`src/logic/vdam_consts.vh`:
```
// Constants for the valve diagnostic alarm monitor.
// Assumes a 10 MHz clock and 32-bit Avalon-MM register access.
`ifndef VDAM_CONSTS_VH
`define VDAM_CONSTS_VH

// Timing
`define VDAM_CLK_NS 100
`define VDAM_TICK_US 1000
`define VDAM_TICK_CYC ((`VDAM_TICK_US * 1000) / `VDAM_CLK_NS)

// Register byte offsets
`define VDAM_REG_CTRL 8'h00
`define VDAM_REG_DEV_THR 8'h04
`define VDAM_REG_WAIT 8'h08
`define VDAM_REG_TEMP_LIM 8'h0C
`define VDAM_REG_ZERO_THR 8'h10
`define VDAM_REG_ZWAIT_SSC 8'h14
`define VDAM_REG_SPD_THR 8'h18
`define VDAM_REG_CLOSE_THR 8'h1C
`define VDAM_REG_TRAVEL_THR 8'h20
`define VDAM_REG_CYCLE_THR 8'h24
`define VDAM_REG_SS_XY_THR 8'h28
`define VDAM_REG_CRIT_STAT 8'h2C
`define VDAM_REG_MINOR_STAT 8'h30
`define VDAM_REG_VALVE_STAT 8'h34
`define VDAM_REG_SS_COUNT 8'h38

// Control register fields
`define VDAM_CTRL_FAILSAFE_BIT 12
`define VDAM_CTRL_SS_CLR_BIT 13

// Valve alarm bit positions
`define VDAM_AL_STICK 0
`define VDAM_AL_TRAVEL 1
`define VDAM_AL_CYCLE 2
`define VDAM_AL_ZERO_UP 3
`define VDAM_AL_ZERO_DN 4
`define VDAM_AL_CLOSE 5
`define VDAM_AL_SPD_UP 6
`define VDAM_AL_SPD_DN 7
`define VDAM_AL_DEV_POS 8
`define VDAM_AL_DEV_NEG 9
`define VDAM_AL_TEMP_HI 10
`define VDAM_AL_TEMP_LO 11

// Reset values
`define VDAM_RST_CTRL 32'h00000FFF
`define VDAM_RST_ZERO32 32'h00000000
`define VDAM_RST_TEMP_LIM 32'hFE3E0352

// Fixed limits: current in uA, temperature in 0.1 degC
`define VDAM_LOW_INPUT_CURRENT_UA 16'h0ED8
`define VDAM_OT_LOW_DC 16'hFE3E
`define VDAM_OT_HIGH_DC 16'h0352

// Fail-safe drive levels
`define VDAM_DRIVE_LOW 16'h0000
`define VDAM_DRIVE_HIGH 16'hFFFF
`endif

```
`src/logic/vdam_persist.v`:
```
// Persistence timer: output rises once a condition has held for a wait.
// Assumes a one-cycle millisecond tick from the same clock.
`timescale 1ns/1ps
module vdam_persist (
  clk,
  rst,
  tick,
  cond,
  wait_ms,
  hold
);
  input wire clk;
  input wire rst;
  input wire tick;
  input wire cond;
  input wire [15:0] wait_ms;
  output reg hold;

  // One bit wider than the wait so every wait value can be exceeded
  reg [16:0] cnt_q;

  always @(posedge clk or posedge rst) begin
    if (rst) begin
      cnt_q <= 17'h00000;
      hold <= 1'b0;
    end else if (!cond) begin
      // Any break in the condition restarts the wait
      cnt_q <= 17'h00000;
      hold <= 1'b0;
    end else begin
      if (tick && cnt_q != 17'h1FFFF)
        cnt_q <= cnt_q + 17'h00001;
      // First tick may fall at once; one extra tick keeps the full wait
      hold <= (cnt_q > {1'b0, wait_ms});
    end
  end
endmodule

```
`src/logic/vdam_top.v`:
```
// Valve diagnostic alarm monitor: thresholds, alarms, status words.
// Assumes measurement inputs come from logic on the same clock.
//
// Behaviour
// - Deviation alarm only after waiting time persists
// - Each alarm gated by its own enable
// - Temperature alarm beyond limits after wait
// - Separate high and low temperature flags
// - Deviation flag sign from travel minus input
// - Angle sensor, working, program memory faults
// - Low input current at or below limit
// - Over-temperature outside fixed lower/upper bounds
// - Minor flags for switch, drive, forcing, dummy
// - Separate up/down daily speed alarms
// - Zero-travel error alarm by drift direction
// - Closure count alarm at threshold
// - Total travel alarm at threshold
// - Reversal cycle alarm at threshold
// - Stick-slip alarm on adhesion-release movement
// - Each valve alarm readable as on/off
// - Count on XY ratio; alarm at count
// - Critical fault forces outputs to fail-safe
//
// Design decisions made here: the placing of the registers and the Avalon-MM register port.
`timescale 1ns/1ps
`include "vdam_consts.vh"
module vdam_top #(
  parameter TICK_CYCLES = `VDAM_TICK_CYC
) (
  input wire clk,
  input wire rst,
  input wire [7:0] avs_address,
  input wire avs_read,
  input wire avs_write,
  input wire [31:0] avs_writedata,
  input wire [3:0] avs_byteenable,
  output reg [31:0] avs_readdata,
  output reg avs_waitrequest,
  input wire [15:0] travel_pct,
  input wire [15:0] input_pct,
  input wire [15:0] temp_dc,
  input wire [15:0] input_current_ua,
  input wire [15:0] speed_up_max,
  input wire [15:0] speed_dn_max,
  input wire [15:0] zero_angle_now,
  input wire [15:0] zero_angle_init,
  input wire [31:0] closure_count,
  input wire [31:0] travel_total,
  input wire [31:0] cycle_count,
  input wire [15:0] stick_x,
  input wire [15:0] stick_y,
  input wire stick_sample,
  input wire angle_sensor_fault,
  input wire ram_fault,
  input wire rom_fault,
  input wire external_adjust_in_use,
  input wire drive_signal_out_of_range,
  input wire forced_end_position,
  input wire dummy_input_active,
  input wire dummy_drive_active,
  input wire settings_initialised,
  input wire [15:0] drive_in,
  input wire [15:0] travel_tx_in,
  output reg [15:0] pneumatic_drive_module,
  output reg [15:0] travel_tx_out,
  output reg critical_fail
);

  reg [31:0] ctrl_q;
  reg [31:0] dev_thr_q;
  reg [31:0] wait_q;
  reg [31:0] temp_lim_q;
  reg [31:0] zero_thr_q;
  reg [31:0] zwait_ssc_q;
  reg [31:0] spd_thr_q;
  reg [31:0] close_thr_q;
  reg [31:0] travel_thr_q;
  reg [31:0] cycle_thr_q;
  reg [31:0] ss_xy_thr_q;
  reg [2:0] crit_q;
  reg [7:0] minor_q;
  reg [11:0] valve_q;
  reg [15:0] ss_count_q;
  reg [13:0] tick_cnt_q;
  reg tick_q;
  reg [31:0] rdata_d;

  wire req = avs_read | avs_write;
  wire wr_go = avs_write & ~avs_waitrequest;
  wire [31:0] bmask = {{8{avs_byteenable[3]}}, {8{avs_byteenable[2]}},
                       {8{avs_byteenable[1]}}, {8{avs_byteenable[0]}}};

  function [31:0] merge;
    input [31:0] old;
    input [31:0] nw;
    input [31:0] m;
    begin
      merge = (old & ~m) | (nw & m);
    end
  endfunction

  // Millisecond tick; long count kept as a parameter for short sims
  always @(posedge clk or posedge rst) begin
    if (rst) begin
      tick_cnt_q <= 14'h0000;
      tick_q <= 1'b0;
    end else if (tick_cnt_q == TICK_CYCLES[13:0] - 14'h0001) begin
      tick_cnt_q <= 14'h0000;
      tick_q <= 1'b1;
    end else begin
      tick_cnt_q <= tick_cnt_q + 14'h0001;
      tick_q <= 1'b0;
    end
  end

  // Bus: answer one cycle after request, write lands on the answer edge
  always @(posedge clk or posedge rst) begin
    if (rst) begin
      avs_waitrequest <= 1'b1;
      avs_readdata <= 32'h00000000;
    end else begin
      avs_waitrequest <= ~(req & avs_waitrequest);
      if (avs_read & avs_waitrequest)
        avs_readdata <= rdata_d;
    end
  end

  always @(posedge clk or posedge rst) begin
    if (rst) begin
      ctrl_q <= `VDAM_RST_CTRL;
      dev_thr_q <= `VDAM_RST_ZERO32;
      wait_q <= `VDAM_RST_ZERO32;
      temp_lim_q <= `VDAM_RST_TEMP_LIM;
      zero_thr_q <= `VDAM_RST_ZERO32;
      zwait_ssc_q <= `VDAM_RST_ZERO32;
      spd_thr_q <= `VDAM_RST_ZERO32;
      close_thr_q <= `VDAM_RST_ZERO32;
      travel_thr_q <= `VDAM_RST_ZERO32;
      cycle_thr_q <= `VDAM_RST_ZERO32;
      ss_xy_thr_q <= `VDAM_RST_ZERO32;
    end else begin
      // Clear command bit lives one cycle only
      ctrl_q[`VDAM_CTRL_SS_CLR_BIT] <= 1'b0;
      if (wr_go) begin
        case (avs_address)
          `VDAM_REG_CTRL: ctrl_q <= merge(ctrl_q, avs_writedata, bmask) & 32'h00003FFF;
          `VDAM_REG_DEV_THR: dev_thr_q <= merge(dev_thr_q, avs_writedata, bmask);
          `VDAM_REG_WAIT: wait_q <= merge(wait_q, avs_writedata, bmask);
          `VDAM_REG_TEMP_LIM: temp_lim_q <= merge(temp_lim_q, avs_writedata, bmask);
          `VDAM_REG_ZERO_THR: zero_thr_q <= merge(zero_thr_q, avs_writedata, bmask);
          `VDAM_REG_ZWAIT_SSC: zwait_ssc_q <= merge(zwait_ssc_q, avs_writedata, bmask);
          `VDAM_REG_SPD_THR: spd_thr_q <= merge(spd_thr_q, avs_writedata, bmask);
          `VDAM_REG_CLOSE_THR: close_thr_q <= merge(close_thr_q, avs_writedata, bmask);
          `VDAM_REG_TRAVEL_THR: travel_thr_q <= merge(travel_thr_q, avs_writedata, bmask);
          `VDAM_REG_CYCLE_THR: cycle_thr_q <= merge(cycle_thr_q, avs_writedata, bmask);
          `VDAM_REG_SS_XY_THR: ss_xy_thr_q <= merge(ss_xy_thr_q, avs_writedata, bmask);
          default: ;
        endcase
      end
    end
  end

  always @* begin
    case (avs_address)
      `VDAM_REG_CTRL: rdata_d = ctrl_q;
      `VDAM_REG_DEV_THR: rdata_d = dev_thr_q;
      `VDAM_REG_WAIT: rdata_d = wait_q;
      `VDAM_REG_TEMP_LIM: rdata_d = temp_lim_q;
      `VDAM_REG_ZERO_THR: rdata_d = zero_thr_q;
      `VDAM_REG_ZWAIT_SSC: rdata_d = zwait_ssc_q;
      `VDAM_REG_SPD_THR: rdata_d = spd_thr_q;
      `VDAM_REG_CLOSE_THR: rdata_d = close_thr_q;
      `VDAM_REG_TRAVEL_THR: rdata_d = travel_thr_q;
      `VDAM_REG_CYCLE_THR: rdata_d = cycle_thr_q;
      `VDAM_REG_SS_XY_THR: rdata_d = ss_xy_thr_q;
      `VDAM_REG_CRIT_STAT: rdata_d = {29'h0000000, crit_q};
      `VDAM_REG_MINOR_STAT: rdata_d = {24'h000000, minor_q};
      `VDAM_REG_VALVE_STAT: rdata_d = {20'h00000, valve_q};
      `VDAM_REG_SS_COUNT: rdata_d = {16'h0000, ss_count_q};
      default: rdata_d = 32'h00000000;
    endcase
  end

  wire signed [16:0] dev = $signed({travel_pct[15], travel_pct})
                         - $signed({input_pct[15], input_pct});
  wire signed [16:0] dev_pos_lim = $signed({1'b0, dev_thr_q[15:0]});
  wire signed [16:0] dev_neg_lim = -$signed({1'b0, dev_thr_q[31:16]});
  wire dev_pos_raw = dev > dev_pos_lim;
  wire dev_neg_raw = dev < dev_neg_lim;

  wire temp_hi_raw = $signed(temp_dc) > $signed(temp_lim_q[15:0]);
  wire temp_lo_raw = $signed(temp_dc) < $signed(temp_lim_q[31:16]);

  wire signed [16:0] zdrift = $signed({1'b0, zero_angle_now})
                            - $signed({1'b0, zero_angle_init});
  wire zero_up_raw = zdrift >= $signed({1'b0, zero_thr_q[15:0]});
  wire zero_dn_raw = zdrift <= -$signed({1'b0, zero_thr_q[31:16]});

  wire dev_pos_hold;
  wire dev_neg_hold;
  wire temp_hi_hold;
  wire temp_lo_hold;
  wire zero_up_hold;
  wire zero_dn_hold;

  vdam_persist u_dev_pos (
    .clk(clk), .rst(rst), .tick(tick_q), .cond(dev_pos_raw),
    .wait_ms(wait_q[15:0]), .hold(dev_pos_hold)
  );
  vdam_persist u_dev_neg (
    .clk(clk), .rst(rst), .tick(tick_q), .cond(dev_neg_raw),
    .wait_ms(wait_q[15:0]), .hold(dev_neg_hold)
  );
  vdam_persist u_temp_hi (
    .clk(clk), .rst(rst), .tick(tick_q), .cond(temp_hi_raw),
    .wait_ms(wait_q[31:16]), .hold(temp_hi_hold)
  );
  vdam_persist u_temp_lo (
    .clk(clk), .rst(rst), .tick(tick_q), .cond(temp_lo_raw),
    .wait_ms(wait_q[31:16]), .hold(temp_lo_hold)
  );
  vdam_persist u_zero_up (
    .clk(clk), .rst(rst), .tick(tick_q), .cond(zero_up_raw),
    .wait_ms(zwait_ssc_q[15:0]), .hold(zero_up_hold)
  );
  vdam_persist u_zero_dn (
    .clk(clk), .rst(rst), .tick(tick_q), .cond(zero_dn_raw),
    .wait_ms(zwait_ssc_q[15:0]), .hold(zero_dn_hold)
  );

  // Ratio Y/X at threshold, 8.8 fixed point
  wire [31:0] ss_lhs = {stick_y, 8'h00, 8'h00} >> 8;
  wire [31:0] ss_rhs = stick_x * ss_xy_thr_q[15:0];
  wire ss_hit = stick_sample & (stick_x != 16'h0000) & (ss_lhs >= ss_rhs);
  wire ss_clr = ctrl_q[`VDAM_CTRL_SS_CLR_BIT];

  always @(posedge clk or posedge rst) begin
    if (rst)
      ss_count_q <= 16'h0000;
    else if (ss_clr)
      // A hit in the clear cycle still counts
      ss_count_q <= {15'h0000, ss_hit};
    else if (ss_hit && ss_count_q != 16'hFFFF)
      ss_count_q <= ss_count_q + 16'h0001;
  end

  reg [11:0] raw_al;
  always @* begin
    raw_al = 12'h000;
    raw_al[`VDAM_AL_STICK] = (ss_count_q >= zwait_ssc_q[31:16]);
    raw_al[`VDAM_AL_TRAVEL] = (travel_total >= travel_thr_q);
    raw_al[`VDAM_AL_CYCLE] = (cycle_count >= cycle_thr_q);
    raw_al[`VDAM_AL_ZERO_UP] = zero_up_hold;
    raw_al[`VDAM_AL_ZERO_DN] = zero_dn_hold;
    raw_al[`VDAM_AL_CLOSE] = (closure_count >= close_thr_q);
    raw_al[`VDAM_AL_SPD_UP] = (speed_up_max > spd_thr_q[15:0]);
    raw_al[`VDAM_AL_SPD_DN] = (speed_dn_max > spd_thr_q[31:16]);
    raw_al[`VDAM_AL_DEV_POS] = dev_pos_hold;
    raw_al[`VDAM_AL_DEV_NEG] = dev_neg_hold;
    raw_al[`VDAM_AL_TEMP_HI] = temp_hi_hold;
    raw_al[`VDAM_AL_TEMP_LO] = temp_lo_hold;
  end

  wire any_crit = angle_sensor_fault | ram_fault | rom_fault;
  wire fs_high = ctrl_q[`VDAM_CTRL_FAILSAFE_BIT];

  always @(posedge clk or posedge rst) begin
    if (rst) begin
      valve_q <= 12'h000;
      crit_q <= 3'h0;
      minor_q <= 8'h00;
      critical_fail <= 1'b0;
      pneumatic_drive_module <= `VDAM_DRIVE_LOW;
      travel_tx_out <= `VDAM_DRIVE_LOW;
    end else begin
      valve_q <= raw_al & ctrl_q[11:0];
      crit_q <= {rom_fault, ram_fault, angle_sensor_fault};
      // Input current at or below limit
      minor_q[0] <= (input_current_ua <= `VDAM_LOW_INPUT_CURRENT_UA);
      minor_q[1] <= ($signed(temp_dc) < $signed(`VDAM_OT_LOW_DC))
                  | ($signed(temp_dc) > $signed(`VDAM_OT_HIGH_DC));
      minor_q[2] <= external_adjust_in_use;
      minor_q[3] <= drive_signal_out_of_range;
      minor_q[4] <= forced_end_position;
      minor_q[5] <= dummy_input_active;
      minor_q[6] <= dummy_drive_active;
      minor_q[7] <= settings_initialised;
      critical_fail <= any_crit;
      if (any_crit) begin
        pneumatic_drive_module <= fs_high ? `VDAM_DRIVE_HIGH : `VDAM_DRIVE_LOW;
        travel_tx_out <= fs_high ? `VDAM_DRIVE_HIGH : `VDAM_DRIVE_LOW;
      end else begin
        pneumatic_drive_module <= drive_in;
        travel_tx_out <= travel_tx_in;
      end
    end
  end
endmodule

```
`config.mk`:
```
export PLATFORM = sky130hd
export DESIGN_NAME = vdam_top
export DESIGN_NICKNAME = d
export VERILOG_FILES = /design/src/logic/vdam_persist.v /design/src/logic/vdam_top.v
export VERILOG_INCLUDE_DIRS = /design/src /design/src/logic
export SDC_FILE = /design/constraint.sdc
export NUM_CORES = 2
export LEC_CHECK = 0
export BUFFER_PORTS_ARGS = -buffer_cell sky130_fd_sc_hd__buf_2
export CAP_MARGIN = 20
export CORE_MARGIN = 2
export CORE_UTILIZATION = 50
export CTS_CLUSTER_SIZE = 20
export DETAILED_ROUTE_END_ITERATION = 12
export PLACE_DENSITY = 0.69
export SETUP_SLACK_MARGIN = 0.15
export SYNTH_ARGS = -nofsm -noshare
export SYNTH_HDL_FRONTEND = slang
export SYNTH_HIERARCHICAL = 1
export SYNTH_SLANG_ARGS = --single-unit
```
`constraint.sdc`:
```
create_clock -name clk -period 22.2 [get_ports clk]
set_clock_uncertainty 0.15 [all_clocks]
set_input_delay 6.66 -clock clk [delete_from_list [all_inputs] [get_ports clk]]
set_output_delay 6.66 -clock clk [all_outputs]
set_load 0.01 [all_outputs]
```
# [Word level (Yosys, flattened, before mapping)]
# Cells that the tools add are included.
[totals] out_inout_bits=66 ff_bits=562
[op_classes] n_mul=1 reduce_logical=21 n_addsub=12 n_mux=28 bitwise=36 n_eq_ne=28 n_lt_le_gt_ge=22
[ops] operator="case mux 32 bit (15 select lines)" n=1
[ops] operator="AND 32 bit" n=11
[ops] operator="bitwise OR 32 bit" n=10
[ops] operator="2-to-1 mux 17 bit" n=12
[ops] operator="adder 17 x 1 -> 17 bit (second input constant)" n=6
[ops] operator="greater-than comparator 17 x 16 -> 1 bit" n=6
[ops] operator="!= test 17 bit (second input constant)" n=6
[ops] operator="greater-or-equal comparator 32 bit" n=3
[ops] operator="2-to-1 mux 16 bit" n=5
[ops] operator="equality test 8 x 6 -> 1 bit (second input constant)" n=7
[ops] operator="greater-than comparator 16 bit" n=3
[ops] operator="2-to-1 mux 14 bit" n=3
[ops] operator="negation 16 -> 17 bit" n=2
[ops] operator="subtractor 16 x 16 -> 17 bit" n=2
[ops] operator="equality test 8 x 5 -> 1 bit (second input constant)" n=4
[ops] operator="greater-or-equal comparator 24 x 32 -> 1 bit" n=1
[ops] operator="multiplier 16 x 16 -> 32 bit" n=1
[ops] operator="NOT 32 bit" n=1
[ops] operator="AND reduction 2 bit" n=11
[ops] operator="greater-or-equal comparator 17 bit" n=1
[ops] operator="greater-than comparator 17 bit" n=1
[ops] operator="less-or-equal comparator 17 bit" n=1
[ops] operator="< comparator 17 bit" n=1
[ops] operator="adder 16 x 1 -> 16 bit (second input constant)" n=1
[ops] operator="other kinds (22)" n=48

# [Logic depth before layout (Yosys ltp)]
[logic_depth] word_depth=6 depth_mapped=34 mapped_depth_nobuf=32

# [Modules after synthesis]
# Netlist, hierarchy kept.
[by_module_without_submodules] mod="vdam_top" seq_area_each_um2=11398.4 area_each_um2=35874.4 instances=1 cells_per_inst=3511
[by_module_without_submodules] mod="vdam_persist" seq_area_each_um2=450.4 area_each_um2=1350.0 instances=6 cells_per_inst=158

# [Worst setup path before layout]
# No wires, ideal clock.
[synth_path] path_kind="input-to-reg" startpoint="input port stick_x[13]" endpoint="register ss_count_q[9]" t_arrival_ns=13.806 required_ns=21.922 path_buffers=3 setup_ns=0.128 cell_stages=29 setup_slack_ns=8.117 path_cell_list="clkbuf_1 -> clkbuf_1 -> nand2_1 -> fa_1 -> fa_1 -> inv_1 -> fa_1 -> fa_1 -> fa_1 -> inv_1 -> fa_1 -> inv_1 -> ha_1 -> nand2_1 -> or3_1 -> or3_4 -> a21oi_1 -> nor2_1 -> xor2_1 -> ha_1 -> nor2b_1 -> o21ai_0 -> o2111ai_1 -> nor2_1 -> a2111oi_4 -> nand4_4 -> buf_6 -> nor4_1 -> mux2_1"
[synth_via] elab_chain_cells=5 elab_cells_between_ends=7
[synth_lines] element="from (decl)" line_no="vdam_top.v:50" source="input wire [15:0] stick_x,"
[synth_lines] element="multiplier 16 x 16 -> 32 bit / nonzero test 16 bit (equally long branches)" line_no="vdam_top.v:233, vdam_top.v:234"
[synth_lines] element="greater-or-equal comparator 24 x 32 -> 1 bit / AND 1 bit (equally long branches)" line_no="vdam_top.v:234" source="wire ss_hit = stick_sample & (stick_x != 16'h0000) & (ss_lhs >= ss_rhs);"
[synth_lines] element="AND 1 bit (*)" line_no="vdam_top.v:234"
[synth_lines] element="logical AND 1 bit (*)" line_no="vdam_top.v:243" source="else if (ss_hit && ss_count_q != 16'hFFFF)"
[synth_lines] element="nonzero test 2 bit (no source line) (*)"
[synth_lines] element="to (signal assigned)" line_no="vdam_top.v:242" source="ss_count_q <= {15'h0000, ss_hit};"
[synth_lines] element="to (signal assigned)" line_no="vdam_top.v:244" source="ss_count_q <= ss_count_q + 16'h0001;"
[synth_lines] element="to (decl)" line_no="vdam_top.v:83" source="reg [15:0] ss_count_q;"
# Mark *: on every way between the ends. The rest lies on a longest branch, timed or not.
# A chain may end at the register's enable or synchronous reset.

# [Worst setup path in the final report]
[layout_path] startpoint="input port stick_x[5]" endpoint="register ss_count_q[9]"
# Same word-level chain as after synthesis.

==> flow_summary.toml <==
[status]
outcome = "finished, final reports clean"

[floorplan]
die-area_um2 = 90300
io_pins = 412
rows = 108
coreArea_um2 = 87000
die_h_um = 301
die_w_um = 301
start_util = 0.505

[synthesis]
avgSynthCellArea_um2 = 9.86
synthFlopType = "dfrtp_1"
seq_area_frac_synth = 0.321
syn_nets = 5505
ys_seq_elements = 562
syn_inst = 4459
ys_types = 81
yosysWarnings = 6
synth_enable_flop_cells = 0
synth_area_um2 = 44000
async_flop_share = 1.00

[sta]
fin_crit_sh = 0.649
slew_violations = 0
finalHoldViolCount = 0
fin_tns_setup_ns = 0
worst_slew_pin_slew_ns = 1.32
rsz0062_at_grt = "false"
fin_ws_ns = 7.78
min_period_ns = 14.42
fmax_mhz = 69.4
hold_ws_ns = 0.321
setup_viol = 0
slew_headroom = 0.119

[global_route]
grt_pass1_wl_um = 215000
use_met3 = 0.0701
antenna_found_initial = 11
grt_max_degree = 112
grt_overflow = 0
grt_pass1_vias = 35912
use_met2 = 0.478
grt_use_met1 = 0.429
grt_busiest_layer = "met2"
grt_usage = 0.313

[setup_path]
cp_data_required_time_ns = 22.56
worstPathArrival_ns = 14.78
max_stage_delay_ns = 0.56
critPathSlowestCell = "fa_1"
crit_path_start_kind = "input pin"
crit_type = "in -> reg"
crit_top_cell = "fa_1"
endpoint_kind = "flop"
path_max_fanout = 18

[route]
vias_per_cell = 6.00
ant_nets = 0
totalWireLength_um = 141000
drtIter0Drc = 3705
num_vias = 36259
firstDrtPassIters = 8
routedWlPerCell_um = 23.4
route.detailed.drc = 0

[clock_tree]
cts_sinks = 562
root_buffer = "clkbuf_16"
htreeDepth = 3
cts_tree = "done"
cts_buffers = 68
cts_resized = 0
ctsHoldBuffers = 0
clk_pin_slew_worst_paths_ns = 0.06
clk_latency_ns = 0.63
cts_setup_buffers = 0
ctsLongestPathBuffers = 3

[pwr]
power-per-cell-area_nw_per_um2 = 53.4
power.leakage_nw = 24.2
p_clk_frac = 0.436
peakVddDrop_uv = 60.8
power_frac_seq = 0.406
p_comb_frac = 0.158
p_int_mw = 1.88
p_total_mw = 2.65
p_sw_frac = 0.288
power.switching_mw = 0.763

[placement]
pre_cts_slack_ns = 7.20
dp_cells = 5911
dp_hpwl_um = 109000
place_area_um2 = 47200
placement.io_buffers = 411
gp_congestion = 0.967

[cells_and_area]
final_util = 0.569
drive_gt1_frac = 0.203
fin_area_um2 = 49500
nFillCells = 7680
final-instance-count-excl-fill = 6042
fin_nets = 5874
syn_to_final_growth_pct = 12.7

[hold_path]
hp-class = "reg -> reg"

[job]
drv_cap = 0
==> power groups by stage <==
stage	registers (mW)	clock network, mW	logic (mW)
after floorplan	1.08	0	0.266
after global placement	1.09	0	0.403
after detailed placement	1.09	0	0.413
after CTS	1.07	1.17	0.416
after global routing	1.08	1.21	0.468
final	1.08	1.15	0.417
==> critical path, delay by kind of cell <==
family	cells	cell delay, ns
compound gates	6	1.54
xor+xnor	1	0.08
buf+inv	5	0.41
simple gates	9	1.97
fa+ha+maj	8	3.73
mux	1	0.36
==> Yosys cell counts, types with 30 or more instances <==
library cell | number | area (µm²)
inv_1 | 638 | 2390
fa_1 | 196 | 3920
nor2_1 | 158 | 593
a222oi_1 | 55 | 551
o21ai_0 | 91 | 455
xnor2_1 | 69 | 604
nand2_1 | 329 | 1230
nand4_1 | 115 | 719
nand3_1 | 74 | 370
a21oi_1 | 195 | 976
and2_1 | 131 | 820
o21a_1 | 34 | 255
a211oi_1 | 34 | 255
dfstp_2 | 30 | 788
xor2_1 | 57 | 499
a22o_1 | 46 | 403
nand2b_1 | 35 | 219
a22oi_1 | 65 | 488
or4_1 | 39 | 293
clkbuf_1 | 118 | 443
nor3_1 | 47 | 235
a21o_1 | 112 | 841
ha_1 | 504 | 6310
nor2b_1 | 51 | 319
dfrtp_1 | 532 | 13300
mux2_2 | 342 | 3850
o31ai_1 | 34 | 255
or3_1 | 33 | 206
==> layout by cell type (no fill, tap or decap), types with 27 or more instances in the layout <==
master,netlist,routed
or3_1,33,33
a221oi_1,28,28
nor3_1,47,45
o31ai_1,34,34
o21ai_0,91,91
dfrtp_1,532,532
a21o_1,112,112
a21oi_1,195,195
xnor2_1,69,69
ha_1,504,504
inv_1,638,637
buf_4,0,30
xor2_1,57,57
nor2b_1,51,50
nor4_1,27,27
dfstp_2,30,30
a22oi_1,65,65
fa_1,196,196
and2_1,131,131
nand4_1,115,115
nor2_1,158,148
a22o_1,46,46
nand2_1,329,329
or4_1,39,39
a211oi_1,34,34
nand2b_1,35,35
clkbuf_16,0,71
o21a_1,34,34
nand3_1,74,74
a222oi_1,55,55
mux2_2,342,342
buf_2,1,411
==> final timing paths <==
check	startpoint	endpoint	slack, ns	cells after the start
worst max-delay path	stick_x[5]	ss_count_q[9]	7.78	30
worst min-delay path	avs_readdata[9]	avs_readdata[9]	0.32	2
worst max register to register	flop	ss_count_q[9]	13.27	26
worst min register to register	avs_readdata[9]	avs_readdata[9]	0.32	2
max in group asynchronous	rst	pneumatic_drive_module[1]	13.46	4
min in group asynchronous	rst	u_temp_hi/cnt_q[8]	6.17	2
==> metal layers <==
| metal | up-vias | share of wire |
|---|---|---|
| met4 | 6 | 0.047 |
| met1 | 17867 | 0.42 |
| met5 | - | 0.00023 |
| met3 | 324 | 0.092 |
| li1 | 16367 | - |
| met2 | 1695 | 0.44 |
==> cells by family (layout without fill, tap and decap cells) <==
family                   count (synthesis)  after routing  synth area share
adder cells (fa/ha/maj)                700            700             0.233
XOR/XNOR                               126            126            0.0251
AND/OR/NAND/NOR                       1128           1128             0.135
flip-flops                             562            562             0.321
buffers and inverters                  789           1214            0.0686
other                                    0              3                 0
multiplexers                           348            348            0.0891
AO/OA/AOI/OAI                          806            806             0.129
==> cell type report <==
type,count,area (µm²),share of cell area
multi-input combinational,3108,26900,0.544
antenna,3,7.51,0.000152
inverter,645,2430,0.0490
tap,1155,1450,0.0292
clock inverter,27,270,0.00546
timing repair buffer,443,2320,0.0468
clock buffer,99,2040,0.0412
sequential,562,14100,0.285
Power figures use the tool's default switching activity.
